--- src/rtl/flash_gate_defs.svh ---
// Offsets, field positions, reset values and link counts for the flash state gate.
// Assumes inclusion by bare name from the gate module.
`ifndef FLASH_GATE_DEFS_SVH
`define FLASH_GATE_DEFS_SVH
// Register byte offsets
`define OFF_VCFG 8'h00
`define OFF_NVCFG 8'h04
`define OFF_STAT 8'h08
// Volatile configuration: bit 3 low enables entry, [1:0] line width
`define VCFG_AOR_N 3
`define VCFG_MASK 4'hb
`define VCFG_RST 4'h8
// Nonvolatile configuration: [11:9] boot mode, 3'b111 is off
`define NV_AOR_HI 11
`define NV_AOR_LO 9
`define NV_AOR_OFF 3'h7
`define NV_AOR_QUAD 3'h0
`define NV_AOR_DUAL 3'h1
`define NV_RST 12'he00
// Line width codes
`define W_ONE 2'h0
`define W_TWO 2'h1
`define W_FOUR 2'h2
// Link frame shape
`define CMD_BITS 6'h08
`define ADDR_BITS 6'h18
`define FAST_READ_CODE 8'h0b
`define CNT_MAX 6'h3f
// Rescue burst lengths in clocks
`define BURST_0 6'h07
`define BURST_1 6'h09
`define BURST_2 6'h0d
`define BURST_3 6'h11
`define BURST_4 6'h19
`define BURST_5 6'h21
`define BURST_LAST 3'h5
// Pin synchroniser idle pattern: chip select and reset pin high
`define PIN_IDLE 7'h06
`endif

--- src/rtl/flash_gate_pkg.sv ---
// Types shared by the flash state gate and its bench.
// Assumes flash_gate_defs.svh is on the include path.
`default_nettype none
package flash_gate_pkg;
  typedef enum logic [1:0] {
    ST_STANDBY,
    ST_BUSY,
    ST_SP_SUSP,
    ST_E_SUSP
  } state_t;
  typedef enum logic [3:0] {
    CLS_READ_MEM,
    CLS_READ_STAT,
    CLS_PROGRAM,
    CLS_ERASE_SECT,
    CLS_ERASE_SUB,
    CLS_WRITE_NV,
    CLS_WRITE_VOL,
    CLS_SUSPEND,
    CLS_RESUME
  } cmd_cls_t;
endpackage : flash_gate_pkg
`default_nettype wire

--- src/rtl/flash_state_gate.sv ---
// State gate and address-only read mode control of a serial flash.
// Assumes a command decoder feeding classified requests and link pins from another clock domain.
`include "flash_gate_defs.svh"
`default_nettype none
module flash_state_gate #(
  parameter int SECT_W = 10
) (
  // Clock and reset
  input wire logic core_clk,
  input wire logic sys_rst,
  // Register port
  input wire logic [7:0] reg_addr,
  input wire logic [31:0] reg_wdata,
  input wire logic reg_wr,
  input wire logic reg_rd,
  output logic [31:0] reg_rdata_ff,
  // Link pins
  input wire logic sclk_pin,
  input wire logic cs_n_pin,
  input wire logic [3:0] io_pin,
  input wire logic hw_rst_n_pin,
  // Command classes from the decoder
  input wire logic cmd_req,
  input wire logic [3:0] cmd_class,
  input wire logic [SECT_W-1:0] cmd_sector,
  input wire logic op_done,
  // Verdicts and mode
  output logic cmd_ack_ff,
  output logic cmd_ok_ff,
  output logic data_unsure_ff,
  output logic address_only_read_mode_ff,
  output logic frame_aor_ff,
  output var flash_gate_pkg::state_t state_ff
);

  // Synchronisers: s1 feeds only s2, s3 keeps history for edges
  logic [6:0] s1_ff;
  logic [6:0] s2_ff;
  logic [6:0] s3_ff;
  always_ff @(posedge core_clk)
  begin
    if (sys_rst)
    begin
      s1_ff <= `PIN_IDLE;
      s2_ff <= `PIN_IDLE;
      s3_ff <= `PIN_IDLE;
    end
    else
    begin
      s1_ff <= {io_pin, hw_rst_n_pin, cs_n_pin, sclk_pin};
      s2_ff <= s1_ff;
      s3_ff <= s2_ff;
    end
  end

  logic sclk_rise;
  logic cs_fall;
  logic cs_rise;
  logic cs_low;
  logic io_line0;
  assign sclk_rise = s2_ff[0] & ~s3_ff[0];
  assign cs_fall = ~s2_ff[1] & s3_ff[1];
  assign cs_rise = s2_ff[1] & ~s3_ff[1];
  assign cs_low = ~s2_ff[1];
  assign io_line0 = s2_ff[3];

  // Clocks a field takes at a given line width
  function automatic logic [5:0] field_clks(input logic [5:0] bits, input logic [1:0] wc);
    case (wc)
      `W_TWO: field_clks = bits >> 1;
      `W_FOUR: field_clks = bits >> 2;
      default: field_clks = bits;
    endcase
  endfunction : field_clks

  function automatic logic [5:0] burst_len(input logic [2:0] step);
    case (step)
      3'h0: burst_len = `BURST_0;
      3'h1: burst_len = `BURST_1;
      3'h2: burst_len = `BURST_2;
      3'h3: burst_len = `BURST_3;
      3'h4: burst_len = `BURST_4;
      default: burst_len = `BURST_5;
    endcase
  endfunction : burst_len

  function automatic logic [1:0] nv_width(input logic [2:0] mode);
    case (mode)
      `NV_AOR_QUAD: nv_width = `W_FOUR;
      `NV_AOR_DUAL: nv_width = `W_TWO;
      default: nv_width = `W_ONE;
    endcase
  endfunction : nv_width

  // Configuration registers
  logic [3:0] vcfg_ff;
  logic [11:0] nvcfg_ff;
  logic boot_pend_ff;
  logic [1:0] wc;
  logic [2:0] nv_mode;
  logic nv_on;
  assign wc = vcfg_ff[1:0];
  assign nv_mode = nvcfg_ff[`NV_AOR_HI:`NV_AOR_LO];
  assign nv_on = nv_mode != `NV_AOR_OFF;

  // Frame tracking
  logic [5:0] clk_cnt_ff;
  logic [7:0] cmd_sh_ff;
  logic [5:0] cmd_clks;
  logic [5:0] dummy_at;
  assign cmd_clks = frame_aor_ff ? 6'h00 : field_clks(`CMD_BITS, wc);
  assign dummy_at = 6'(cmd_clks + field_clks(`ADDR_BITS, wc));

  always_ff @(posedge core_clk)
  begin
    if (sys_rst)
      frame_aor_ff <= 1'b0;
    else if (cs_fall)
      frame_aor_ff <= address_only_read_mode_ff;
  end

  always_ff @(posedge core_clk)
  begin
    if (sys_rst | cs_fall)
      clk_cnt_ff <= 6'h00;
    else if (sclk_rise & cs_low & (clk_cnt_ff != `CNT_MAX))
      clk_cnt_ff <= 6'(clk_cnt_ff + 6'h01);
  end

  // Opcode shift follows the active width; wide modes put opcode bits on several lines
  always_ff @(posedge core_clk)
  begin
    if (sys_rst | cs_fall)
      cmd_sh_ff <= 8'h00;
    else if (sclk_rise & cs_low & (clk_cnt_ff < cmd_clks))
    begin
      case (wc)
        `W_TWO: cmd_sh_ff <= {cmd_sh_ff[5:0], s2_ff[4:3]};
        `W_FOUR: cmd_sh_ff <= {cmd_sh_ff[3:0], s2_ff[6:3]};
        default: cmd_sh_ff <= {cmd_sh_ff[6:0], io_line0};
      endcase
    end
  end

  // Continuation taken from line 0 alone; lines 3..1 not looked at here
  logic first_dummy;
  logic fast_rd;
  logic continuation_bit;
  logic enter_ev;
  logic exit_ev;
  assign first_dummy = sclk_rise & cs_low & (clk_cnt_ff == dummy_at);
  assign fast_rd = frame_aor_ff | (cmd_sh_ff == `FAST_READ_CODE);
  assign continuation_bit = io_line0;
  assign enter_ev = first_dummy & fast_rd & ~continuation_bit & ~address_only_read_mode_ff
                    & ~vcfg_ff[`VCFG_AOR_N];
  assign exit_ev = first_dummy & fast_rd & continuation_bit & address_only_read_mode_ff;

  // Rescue bursts: counted at deselect; a burst of 7 restarts the series
  logic [2:0] rec_step_ff;
  logic rescue_ev;
  assign rescue_ev = cs_rise & (rec_step_ff == `BURST_LAST) & (clk_cnt_ff == burst_len(`BURST_LAST));

  always_ff @(posedge core_clk)
  begin
    if (sys_rst)
      rec_step_ff <= 3'h0;
    else if (cs_rise)
    begin
      if (rescue_ev)
        rec_step_ff <= 3'h0;
      else if (clk_cnt_ff == burst_len(rec_step_ff))
        rec_step_ff <= 3'(rec_step_ff + 3'h1);
      else if (clk_cnt_ff == `BURST_0)
        rec_step_ff <= 3'h1;
      else
        rec_step_ff <= 3'h0;
    end
  end

  // Reset pin; in four-line mode only honoured while deselected
  logic pin_restore;
  assign pin_restore = ~s2_ff[2] & ((wc != `W_FOUR) | ~cs_low);

  always_ff @(posedge core_clk)
  begin
    if (sys_rst)
      boot_pend_ff <= 1'b1;
    else
      boot_pend_ff <= 1'b0;
  end

  // Mode flop; boot value caught one edge after reset release
  always_ff @(posedge core_clk)
  begin
    if (sys_rst)
      address_only_read_mode_ff <= 1'b0;
    else if (boot_pend_ff | pin_restore)
      address_only_read_mode_ff <= nv_on;
    else if (rescue_ev | exit_ev)
      address_only_read_mode_ff <= 1'b0;
    else if (enter_ev)
      address_only_read_mode_ff <= 1'b1;
  end

  // Hardware set of bit 3 wins over a software write in the same cycle
  logic [3:0] nxt_vcfg;
  logic bus_vcfg_wr;
  assign bus_vcfg_wr = reg_wr & (reg_addr == `OFF_VCFG);
  always_comb
  begin
    nxt_vcfg = vcfg_ff;
    if (boot_pend_ff | pin_restore)
      nxt_vcfg = {~nv_on, 1'b0, nv_width(nv_mode)};
    else
    begin
      if (bus_vcfg_wr)
        nxt_vcfg = reg_wdata[3:0] & `VCFG_MASK;
      if (rescue_ev | exit_ev)
        nxt_vcfg[`VCFG_AOR_N] = 1'b1;
    end
  end

  always_ff @(posedge core_clk)
  begin
    if (sys_rst)
      vcfg_ff <= `VCFG_RST;
    else
      vcfg_ff <= nxt_vcfg;
  end

  always_ff @(posedge core_clk)
  begin
    if (sys_rst)
      nvcfg_ff <= `NV_RST;
    else if (reg_wr & (reg_addr == `OFF_NVCFG))
      nvcfg_ff <= reg_wdata[11:0];
  end

  // Read data for one cycle only; unmapped reads give zero
  always_ff @(posedge core_clk)
  begin
    if (sys_rst | ~reg_rd)
      reg_rdata_ff <= 32'h0000_0000;
    else
    begin
      case (reg_addr)
        `OFF_VCFG: reg_rdata_ff <= {28'h000_0000, vcfg_ff};
        `OFF_NVCFG: reg_rdata_ff <= {20'h0_0000, nvcfg_ff};
        `OFF_STAT: reg_rdata_ff <= {25'h000_0000, rec_step_ff, frame_aor_ff,
                                    address_only_read_mode_ff, state_ff};
        default: reg_rdata_ff <= 32'h0000_0000;
      endcase
    end
  end

  // Operation gate
  logic [SECT_W-1:0] erase_sect_ff;
  logic busy_erase_ff;
  logic hit;
  logic ok;
  assign hit = cmd_sector == erase_sect_ff;

  always_comb
  begin
    ok = 1'b0;
    case (flash_gate_pkg::cmd_cls_t'(cmd_class))
      flash_gate_pkg::CLS_READ_STAT: ok = 1'b1;
      flash_gate_pkg::CLS_READ_MEM: ok = state_ff != flash_gate_pkg::ST_BUSY;
      flash_gate_pkg::CLS_PROGRAM: ok = (state_ff == flash_gate_pkg::ST_STANDBY)
                                        | ((state_ff == flash_gate_pkg::ST_E_SUSP) & ~hit);
      flash_gate_pkg::CLS_ERASE_SECT,
      flash_gate_pkg::CLS_ERASE_SUB: ok = state_ff == flash_gate_pkg::ST_STANDBY;
      flash_gate_pkg::CLS_WRITE_NV: ok = state_ff == flash_gate_pkg::ST_STANDBY;
      flash_gate_pkg::CLS_WRITE_VOL: ok = state_ff != flash_gate_pkg::ST_BUSY;
      flash_gate_pkg::CLS_SUSPEND: ok = state_ff == flash_gate_pkg::ST_BUSY;
      flash_gate_pkg::CLS_RESUME: ok = (state_ff == flash_gate_pkg::ST_SP_SUSP)
                                       | (state_ff == flash_gate_pkg::ST_E_SUSP);
      default: ok = 1'b0;
    endcase
  end

  logic take;
  assign take = cmd_req & ok;

  // Programs inside erase suspend run beside the suspended erase; state stays put
  always_ff @(posedge core_clk)
  begin
    if (sys_rst)
      state_ff <= flash_gate_pkg::ST_STANDBY;
    else if (op_done & (state_ff == flash_gate_pkg::ST_BUSY))
      state_ff <= flash_gate_pkg::ST_STANDBY;
    else if (take)
    begin
      case (flash_gate_pkg::cmd_cls_t'(cmd_class))
        flash_gate_pkg::CLS_PROGRAM,
        flash_gate_pkg::CLS_ERASE_SECT,
        flash_gate_pkg::CLS_ERASE_SUB,
        flash_gate_pkg::CLS_WRITE_NV:
          if (state_ff == flash_gate_pkg::ST_STANDBY)
            state_ff <= flash_gate_pkg::ST_BUSY;
        flash_gate_pkg::CLS_SUSPEND:
          state_ff <= busy_erase_ff ? flash_gate_pkg::ST_E_SUSP : flash_gate_pkg::ST_SP_SUSP;
        flash_gate_pkg::CLS_RESUME: state_ff <= flash_gate_pkg::ST_BUSY;
        default: state_ff <= state_ff;
      endcase
    end
  end

  always_ff @(posedge core_clk)
  begin
    if (sys_rst)
    begin
      busy_erase_ff <= 1'b0;
      erase_sect_ff <= '0;
    end
    else if (take & (state_ff == flash_gate_pkg::ST_STANDBY))
    begin
      busy_erase_ff <= cmd_class == flash_gate_pkg::CLS_ERASE_SECT;
      if (cmd_class == flash_gate_pkg::CLS_ERASE_SECT)
        erase_sect_ff <= cmd_sector;
    end
  end

  always_ff @(posedge core_clk)
  begin
    if (sys_rst)
    begin
      cmd_ack_ff <= 1'b0;
      cmd_ok_ff <= 1'b0;
      data_unsure_ff <= 1'b0;
    end
    else
    begin
      cmd_ack_ff <= cmd_req;
      cmd_ok_ff <= take;
      data_unsure_ff <= take & (cmd_class == flash_gate_pkg::CLS_READ_MEM)
                        & (state_ff == flash_gate_pkg::ST_E_SUSP) & hit;
    end
  end
endmodule : flash_state_gate
`default_nettype wire

--- config.mk ---
export PLATFORM = sky130hd
export DESIGN_NAME = flash_state_gate
export DESIGN_NICKNAME = d
export VERILOG_FILES = /design/src/rtl/flash_gate_pkg.sv /design/src/rtl/flash_state_gate.sv
export VERILOG_INCLUDE_DIRS = /design/src /design/src/rtl
export SDC_FILE = /design/constraint.sdc
export NUM_CORES = 1
export LEC_CHECK = 0
export BUFFER_PORTS_ARGS = -buffer_cell sky130_fd_sc_hd__buf_4
export CAP_MARGIN = 40
export CORE_ASPECT_RATIO = 1.2
export CORE_UTILIZATION = 53
export CTS_BUF_LIST = sky130_fd_sc_hd__clkbuf_16
export CTS_CLUSTER_SIZE = 20
export DETAILED_ROUTE_END_ITERATION = 10
export GPL_ROUTABILITY_DRIVEN = 0
export GPL_TIMING_DRIVEN = 0
export PLACE_DENSITY = 0.89
export SLEW_MARGIN = 0
export SYNTH_ARGS = -nofsm -noshare
export SYNTH_HDL_FRONTEND = slang
export SYNTH_SLANG_ARGS = --single-unit
--- constraint.sdc ---
create_clock -name core_clk -period 3.7 [get_ports core_clk]
set_input_delay 0.37 -clock core_clk [delete_from_list [all_inputs] [get_ports core_clk]]
set_output_delay 0.37 -clock core_clk [all_outputs]
set_load 0.1 [all_outputs]
==> out/metrics.yaml, run 1 <==
timing_worst_slew_pin_value_ns: 0.7572
clk_pin_slew_worst_setup_hold_paths_ns: 0.06
yosys_warnings: 0
die_area_sq_um: 7893
floorplan.core_area_sq_um: 7274
grt_pass1_wl_um: 14450
powerDensity_nw_per_um2: 402.6
layout.cells.most_common: "sky130_fd_sc_hd__buf_4"
hold_path_depth: 1
clock-sinks: 79
critical_path.slowest_cell: "sky130_fd_sc_hd__dfxtp_1"
antenna_violating_nets_post_route: 0
max_stage_delay_ns: 0.41
cts_max_level: 3
max_cap_viol_count: 0
timing.critical_path.buf_inv: 1
layout_common_cells: "sky130_fd_sc_hd__buf_4 (84), sky130_fd_sc_hd__dfxtp_1 (79), sky130_fd_sc_hd__nor2_1 (59)"
critPathArrivalTime_ns: 3.24
place_inst: 622
syn_area_sq_um: 3996
detailroute.via_count: 3473
netSwitchingPower_uw: 562.9
post_route_cells_drive_above_1_share_pct: 22.08
postSynthRegisterBits: 79
cts_repair_resize_count: 0
report.final.hold_viol_count: 0
grt_setup_unrepaired: "no"
holdCritPathClass: "in -> reg"
gr-usage-all-layers_pct: 23.41
placement_rows: 34
synth-main-ff-cell: "sky130_fd_sc_hd__dfxtp_1"
seq_total_area_yosys_pct: 39.57
critical_path.cell_chain: "ha_1, clkbuf_1, mux2_2, ha_1, xor2_1, a2111oi_0, o21ai_1, nor4_1, a311oi_1, a211oi_1"
synth_enable_flop_cells: 0
cts.repair_timing.setup_buffer_count: 0
routed_via_density: 5.444
internal_power_uw: 1418
pwr-share-comb_pct: 14.4
timing.hold.ws_ns: 0.1601
worst-setup-path-type: "reg -> reg"
dieHeight_um: 97.12
netlist-cell-type-count: 60
tns_ns: 0
p_seq_share_pct: 44.2
detail_route.iter0.violations: 162
die_width_um: 81.27
status: "completed"
overflow: 0
finalCritPeriodShare_pct: 80.72
final_std_cells_w_o_fill: 638
number_of_buffers_on_the_longest_clock_path: 2
timing_max_transition_violations_final: 0
hpwlAfterDp_um: 6364
ys_async_sr_fraction_pct: 0
routed_wl_um: 8698
fillers: 553
synthToLayoutAreaGrowth_pct: 23.11
share_clk_of_total_power_pct: 41.4
grt_start_max_net_pins: 16
num_io_pins: 106
count_of_cells_along_the_worst_register_to_register_path: 10
largest_fanout_of_any_net_on_the_critical_path: 10
peakVddDrop_mv: 0.3105
worstSkewPairLatency_ns: 0.34
drc: 0
leakage_uw: 0.002244
critical_path_depth: 10
clock-skew-final_ns: 0.006683
antenna_cells: 0
relSlewSlack_pct: 49.52
syn-mean-instance-area_sq_um: 8.841
post-route-worst-setup-slack_ns: 0.7135
finalWorstPathRequiredPeriod_ns: 2.987
power.switching_fraction_pct: 28.42
io_buffers: 61
max_freq_ghz: 0.3348
setup_viol: 0
grt_pass1_vias: 3243
cp_common_cell: "sky130_fd_sc_hd__ha_1"
synthesis.instances: 452
drt_pre_antenna_iters: 4
initial_utilization_pct: 54.94
worstSetupStartpointType: "flop"
cts_tree: "done"
worst_ep_required_time_ns: 3.95
path_delay_family: "compound AO/OA/AOI/OAI gates"
pre_cts_slack_ns: 0.7251
count_of_hold_fix_buffers_inserted_at_cts: 0
finalNetCount: 622
cts-root-buf: "sky130_fd_sc_hd__clkbuf_16"
endpoint_kind: "flop"
tritoncts_buffer_count: 9
wl_per_cell_um: 13.63
number_of_antenna_violations_at_the_first_check_in_global_routing: 0
[sequential cells by signal (all words and copies together), names as in the netlist]
register,count
cmd_sh_ff,8
vcfg_ff,3
rec_step_ff,3
address_only_read_mode_ff,1
s1_ff,7
boot_pend_ff,1
s3_ff,2
cmd_ok_ff,1
clk_cnt_ff,6
reg_rdata_ff,12
state_ff,2
erase_sect_ff,10
s2_ff,7
cmd_ack_ff,1
frame_aor_ff,1
nvcfg_ff,12
busy_erase_ff,1
data_unsure_ff,1
[layout make-up]
class | instances | area (sq um) | area share, %
Sequential cell | 79 | 1582 | 32.15
Clock inverter | 7 | 56.30 | 1.144
Timing Repair Buffer | 61 | 457.9 | 9.308
Tap cell | 90 | 112.6 | 2.289
Clock buffer | 9 | 225.2 | 4.578
Inverter | 9 | 33.78 | 0.6867
Multi-Input combinational cell | 338 | 2173 | 44.18
Buffer | 45 | 279.0 | 5.671
[cells in the mapped netlist (all sizes together) (9+ instances only)]
cell type	number	share of area (%)
dfxtp	79	40
nor2	60	5.8
mux2i	38	9.5
nand2	31	2.9
buf	30	5.6
nor2b	21	3.3
o21ai	19	2.4
a21oi	15	1.9
clkbuf	15	1.4
ha	12	3.8
a22oi	11	2.1
xnor2	10	2.2
xor2	10	2.2
inv	9	0.85
nand3	9	1.1
nor3	9	1.1
[logic make-up (layout without fill, tap and decap cells)]
family	after synthesis	in the layout	synth area share [%]
other cells	1	20	0.09384
mux	40	40	10.08
compound gates	73	73	12.30
fa+ha+maj	12	12	3.757
simple gates	173	173	21.98
flops	79	79	39.57
buf+inv	54	131	7.827
xor+xnor	20	20	4.383
[power groups by stage]
stage                     logic (uW)  registers [uW]  clock network (uW)
after floorplan                  197             911                   0
after global placement           276             893                   0
after detailed placement         282             894                   0
after CTS                        283             875                 832
after global routing             302             876                 870
final                            286             875                 820
[worst reg2reg max path: cells and delay by family, from the launching register on]
kind | cells | cell delay [ns]
flops | 1 | 0.41
simple gates | 1 | 0.22
mux | 1 | 0.39
buf+inv | 1 | 0.36
compound gates | 4 | 0.83
fa+ha+maj | 2 | 0.54
xor+xnor | 1 | 0.16
[path summary, 6_finish.rpt]
path | from | end | slack (ns)
setup / recovery | vcfg_ff[0]$_SDFFE_PP0P_ | address_only_read_mode_ff$_SDFFE_PP0P_ | 0.71
hold / removal | sys_rst | boot_pend_ff$_DFF_P_ | 0.16
setup reg to reg | vcfg_ff[0]$_SDFFE_PP0P_ | address_only_read_mode_ff$_SDFFE_PP0P_ | 0.71
hold reg to reg | s1_ff[1]$_SDFF_PP1_ | s2_ff[1]$_SDFF_PP1_ | 0.41
[routing by layer]
metal	GRT usage, %	vias to the layer above	wire length [um]
met5	0	-	0
met2	39.04	101	4427
met3	5.258	22	437
met4	11.81	0	261
li1	-	1717	-
met1	27.40	1633	3571
[through the flow]
step | power, uW | cell area (sq um) | util [%]
3_5_place_dp | 1175 | 4638 | 63.76
3_3_place_gp | 1169 | 4638 | 63.76
6_report | 1981 | 4920 | 67.63
5_1_grt | 2049 | 4920 | 67.63
2_1_floorplan | 1108 | 4068 | -
4_1_cts | 1991 | 4920 | 67.63
Power figures use the tool's default switching activity.
==> run 2: changes to the inputs <==
- clock period: 3.7 -> 3.05 ns (I/O delays scaled with it)
==> run 2 against run 1 <==
Via count increased by 0.52%. Die area unchanged. Setup slack got worse by 0.49 ns. Largest cell class unchanged. Highest routed layer unchanged.
==> out/metrics.yaml, run 2 (same netlist as run 1, synthesis figures left out) <==
drc: 0  # unchanged
cp_common_cell: "sky130_fd_sc_hd__ha_1"
cts.repair_timing.setup_buffer_count: 0  # unchanged
timing_max_transition_violations_final: 0  # unchanged
powerDensity_nw_per_um2: 488.7  # +21%
cts-root-buf: "sky130_fd_sc_hd__clkbuf_16"
initial_utilization_pct: 54.94  # unchanged
post_route_cells_drive_above_1_share_pct: 22.26  # +0.18 points
number_of_antenna_violations_at_the_first_check_in_global_routing: 0  # unchanged
number_of_buffers_on_the_longest_clock_path: 2  # unchanged
antenna_violating_nets_post_route: 0  # unchanged
routed_wl_um: 8722  # +0.28%
worst-setup-path-type: "reg -> reg"
largestRegisters: "nvcfg_ff (12), reg_rdata_ff (12), erase_sect_ff (10)"
status: "completed"
rr_startpoint: "vcfg_ff[0]$_SDFFE_PP0P_"
grt_pass1_wl_um: 14450  # unchanged
tns_ns: 0  # unchanged
antenna_cells: 0  # unchanged
count_of_hold_fix_buffers_inserted_at_cts: 0  # unchanged
layout_common_cells: "sky130_fd_sc_hd__buf_4 (84), sky130_fd_sc_hd__dfxtp_1 (79), sky130_fd_sc_hd__nor2_1 (59)"
clk_pin_slew_worst_setup_hold_paths_ns: 0.06  # about the same
cp-startpoint: "vcfg_ff[0]$_SDFFE_PP0P_"
worst_ep_required_time_ns: 3.31  # -0.64 ns
finalCritPeriodShare_pct: 92.76  # +12 points
worstSkewPairLatency_ns: 0.34  # about the same
clock-skew-final_ns: 0.007123  # +0.0004394 ns
postLayoutCoreUtil_pct: 67.66  # about the same
finalWorstPathRequiredPeriod_ns: 2.829  # -0.1574 ns
placement_rows: 34  # unchanged
timing.critical_path.buf_inv: 1  # unchanged
routed_via_density: 5.472  # +0.52%
wl_per_cell_um: 13.67  # +0.28%
max_cap_viol_count: 0  # unchanged
leakage_uw: 0.002247  # +0.15%
dieHeight_um: 97.12  # unchanged
die_area_sq_um: 7893  # unchanged
floorplan.core_area_sq_um: 7274  # unchanged
relSlewSlack_pct: 49.49  # about the same
setup_viol: 0  # unchanged
num_io_pins: 106  # unchanged
finalNetCount: 622  # unchanged
drt_pre_antenna_iters: 4  # unchanged
cts_max_level: 3  # unchanged
gr-usage-all-layers_pct: 23.41  # unchanged
cts_tree: "done"
peakVddDrop_mv: 0.3785  # +22%
synthToLayoutAreaGrowth_pct: 23.17  # about the same
detailroute.via_count: 3491  # +0.52%
die_width_um: 81.27  # unchanged
hpwlAfterDp_um: 6364  # unchanged
fillers: 552  # -0.18%
max_freq_ghz: 0.3535  # +5.6%
pnr_total_power_uw: 2405  # +21%
io_buffers: 61  # unchanged
tritoncts_buffer_count: 9  # unchanged
max_stage_delay_ns: 0.41  # about the same
path_delay_family: "compound AO/OA/AOI/OAI gates"
clock-sinks: 79  # unchanged
critPathArrivalTime_ns: 3.09  # -0.15 ns
overflow: 0  # unchanged
largest_fanout_of_any_net_on_the_critical_path: 10  # unchanged
holdCritPathClass: "in -> reg"
critical_path.slowest_cell: "sky130_fd_sc_hd__dfxtp_1"
min-delay-start: "sys_rst"
grt_start_max_net_pins: 16  # unchanged
worstSetupStartpointType: "flop"
report.final.hold_viol_count: 0  # unchanged
timing_worst_slew_pin_value_ns: 0.7577  # +0.0005494 ns
detail_route.iter0.violations: 139  # -14%
endpoint_kind: "flop"
grt_pass1_vias: 3243  # unchanged
layout.cells.most_common: "sky130_fd_sc_hd__buf_4"
critical_path.cell_chain: "ha_1, clkbuf_2, mux2_2, ha_1, xor2_1, a2111oi_1, o21ai_1, nor4_1, a311oi_1, a211oi_1"
timing.hold.ws_ns: 0.09213  # -0.06796 ns
grt_setup_unrepaired: "no"
## run 2: layout make-up
cell class,count,area [sq um],share of cell area (%)
Multi-Input combinational cell,338,2175,44.18
Sequential cell,79,1582,32.13
Timing Repair Buffer,61,457.9,9.304
Buffer,45,280.3,5.694
Clock buffer,9,225.2,4.575
Tap cell,90,112.6,2.288
Clock inverter,7,56.30,1.144
Inverter,9,33.78,0.6863
## run 2: power by group
part | internal, uW | switching (uW)
Sequential | 1050 | 12.9
Clock | 559 | 438
Combinational | 112 | 234
## run 2: metal layers
metal  GRT usage [%]  part of all wire, %  wire (um)  up-vias
met5               0                    0          0        -
met3           5.258                  5.5        479       22
met4           11.81                  3.5        301        0
met1           27.40                   40       3516     1643
met2           39.04                   51       4424      109
li1                -                    -          -     1717
## run 2: metrics by stage
step / std cells / setup slack, ns / cell area (sq um)
2_1_floorplan: 471 / 0.1930 / 4068
3_3_place_gp: 622 / 0.1286 / 4638
3_5_place_dp: 622 / 0.07513 / 4638
4_1_cts: 638 / 0.07246 / 4920
5_1_grt: 638 / 0.03177 / 4922
6_report: 638 / 0.2209 / 4922
## run 2: worst paths after layout
kind | to | slack [ns] | cells past startpoint
setup / recovery | address_only_read_mode_ff$_SDFFE_PP0P_ | 0.22 | 10
hold reg to reg | s2_ff[1]$_SDFF_PP1_ | 0.41 | 1
setup reg to reg | address_only_read_mode_ff$_SDFFE_PP0P_ | 0.22 | 10
hold / removal | boot_pend_ff$_DFF_P_ | 0.09 | 1
## run 2: worst register-to-register path, cell delays in order (launching register included)
cell                        delay [ns]
sky130_fd_sc_hd__dfxtp_1          0.41
sky130_fd_sc_hd__ha_1             0.22
sky130_fd_sc_hd__clkbuf_2         0.23
sky130_fd_sc_hd__mux2_2           0.36
sky130_fd_sc_hd__ha_1             0.32
sky130_fd_sc_hd__xor2_1           0.16
sky130_fd_sc_hd__a2111oi_1        0.33
sky130_fd_sc_hd__o21ai_1          0.13
sky130_fd_sc_hd__nor4_1           0.22
sky130_fd_sc_hd__a311oi_1         0.14
sky130_fd_sc_hd__a211oi_1         0.21
## run 2: repair_timing
item,CTS,global route
hold endpoints to repair,0,0
gates resized for setup,0,3
endpoints found under the setup margin,0,1
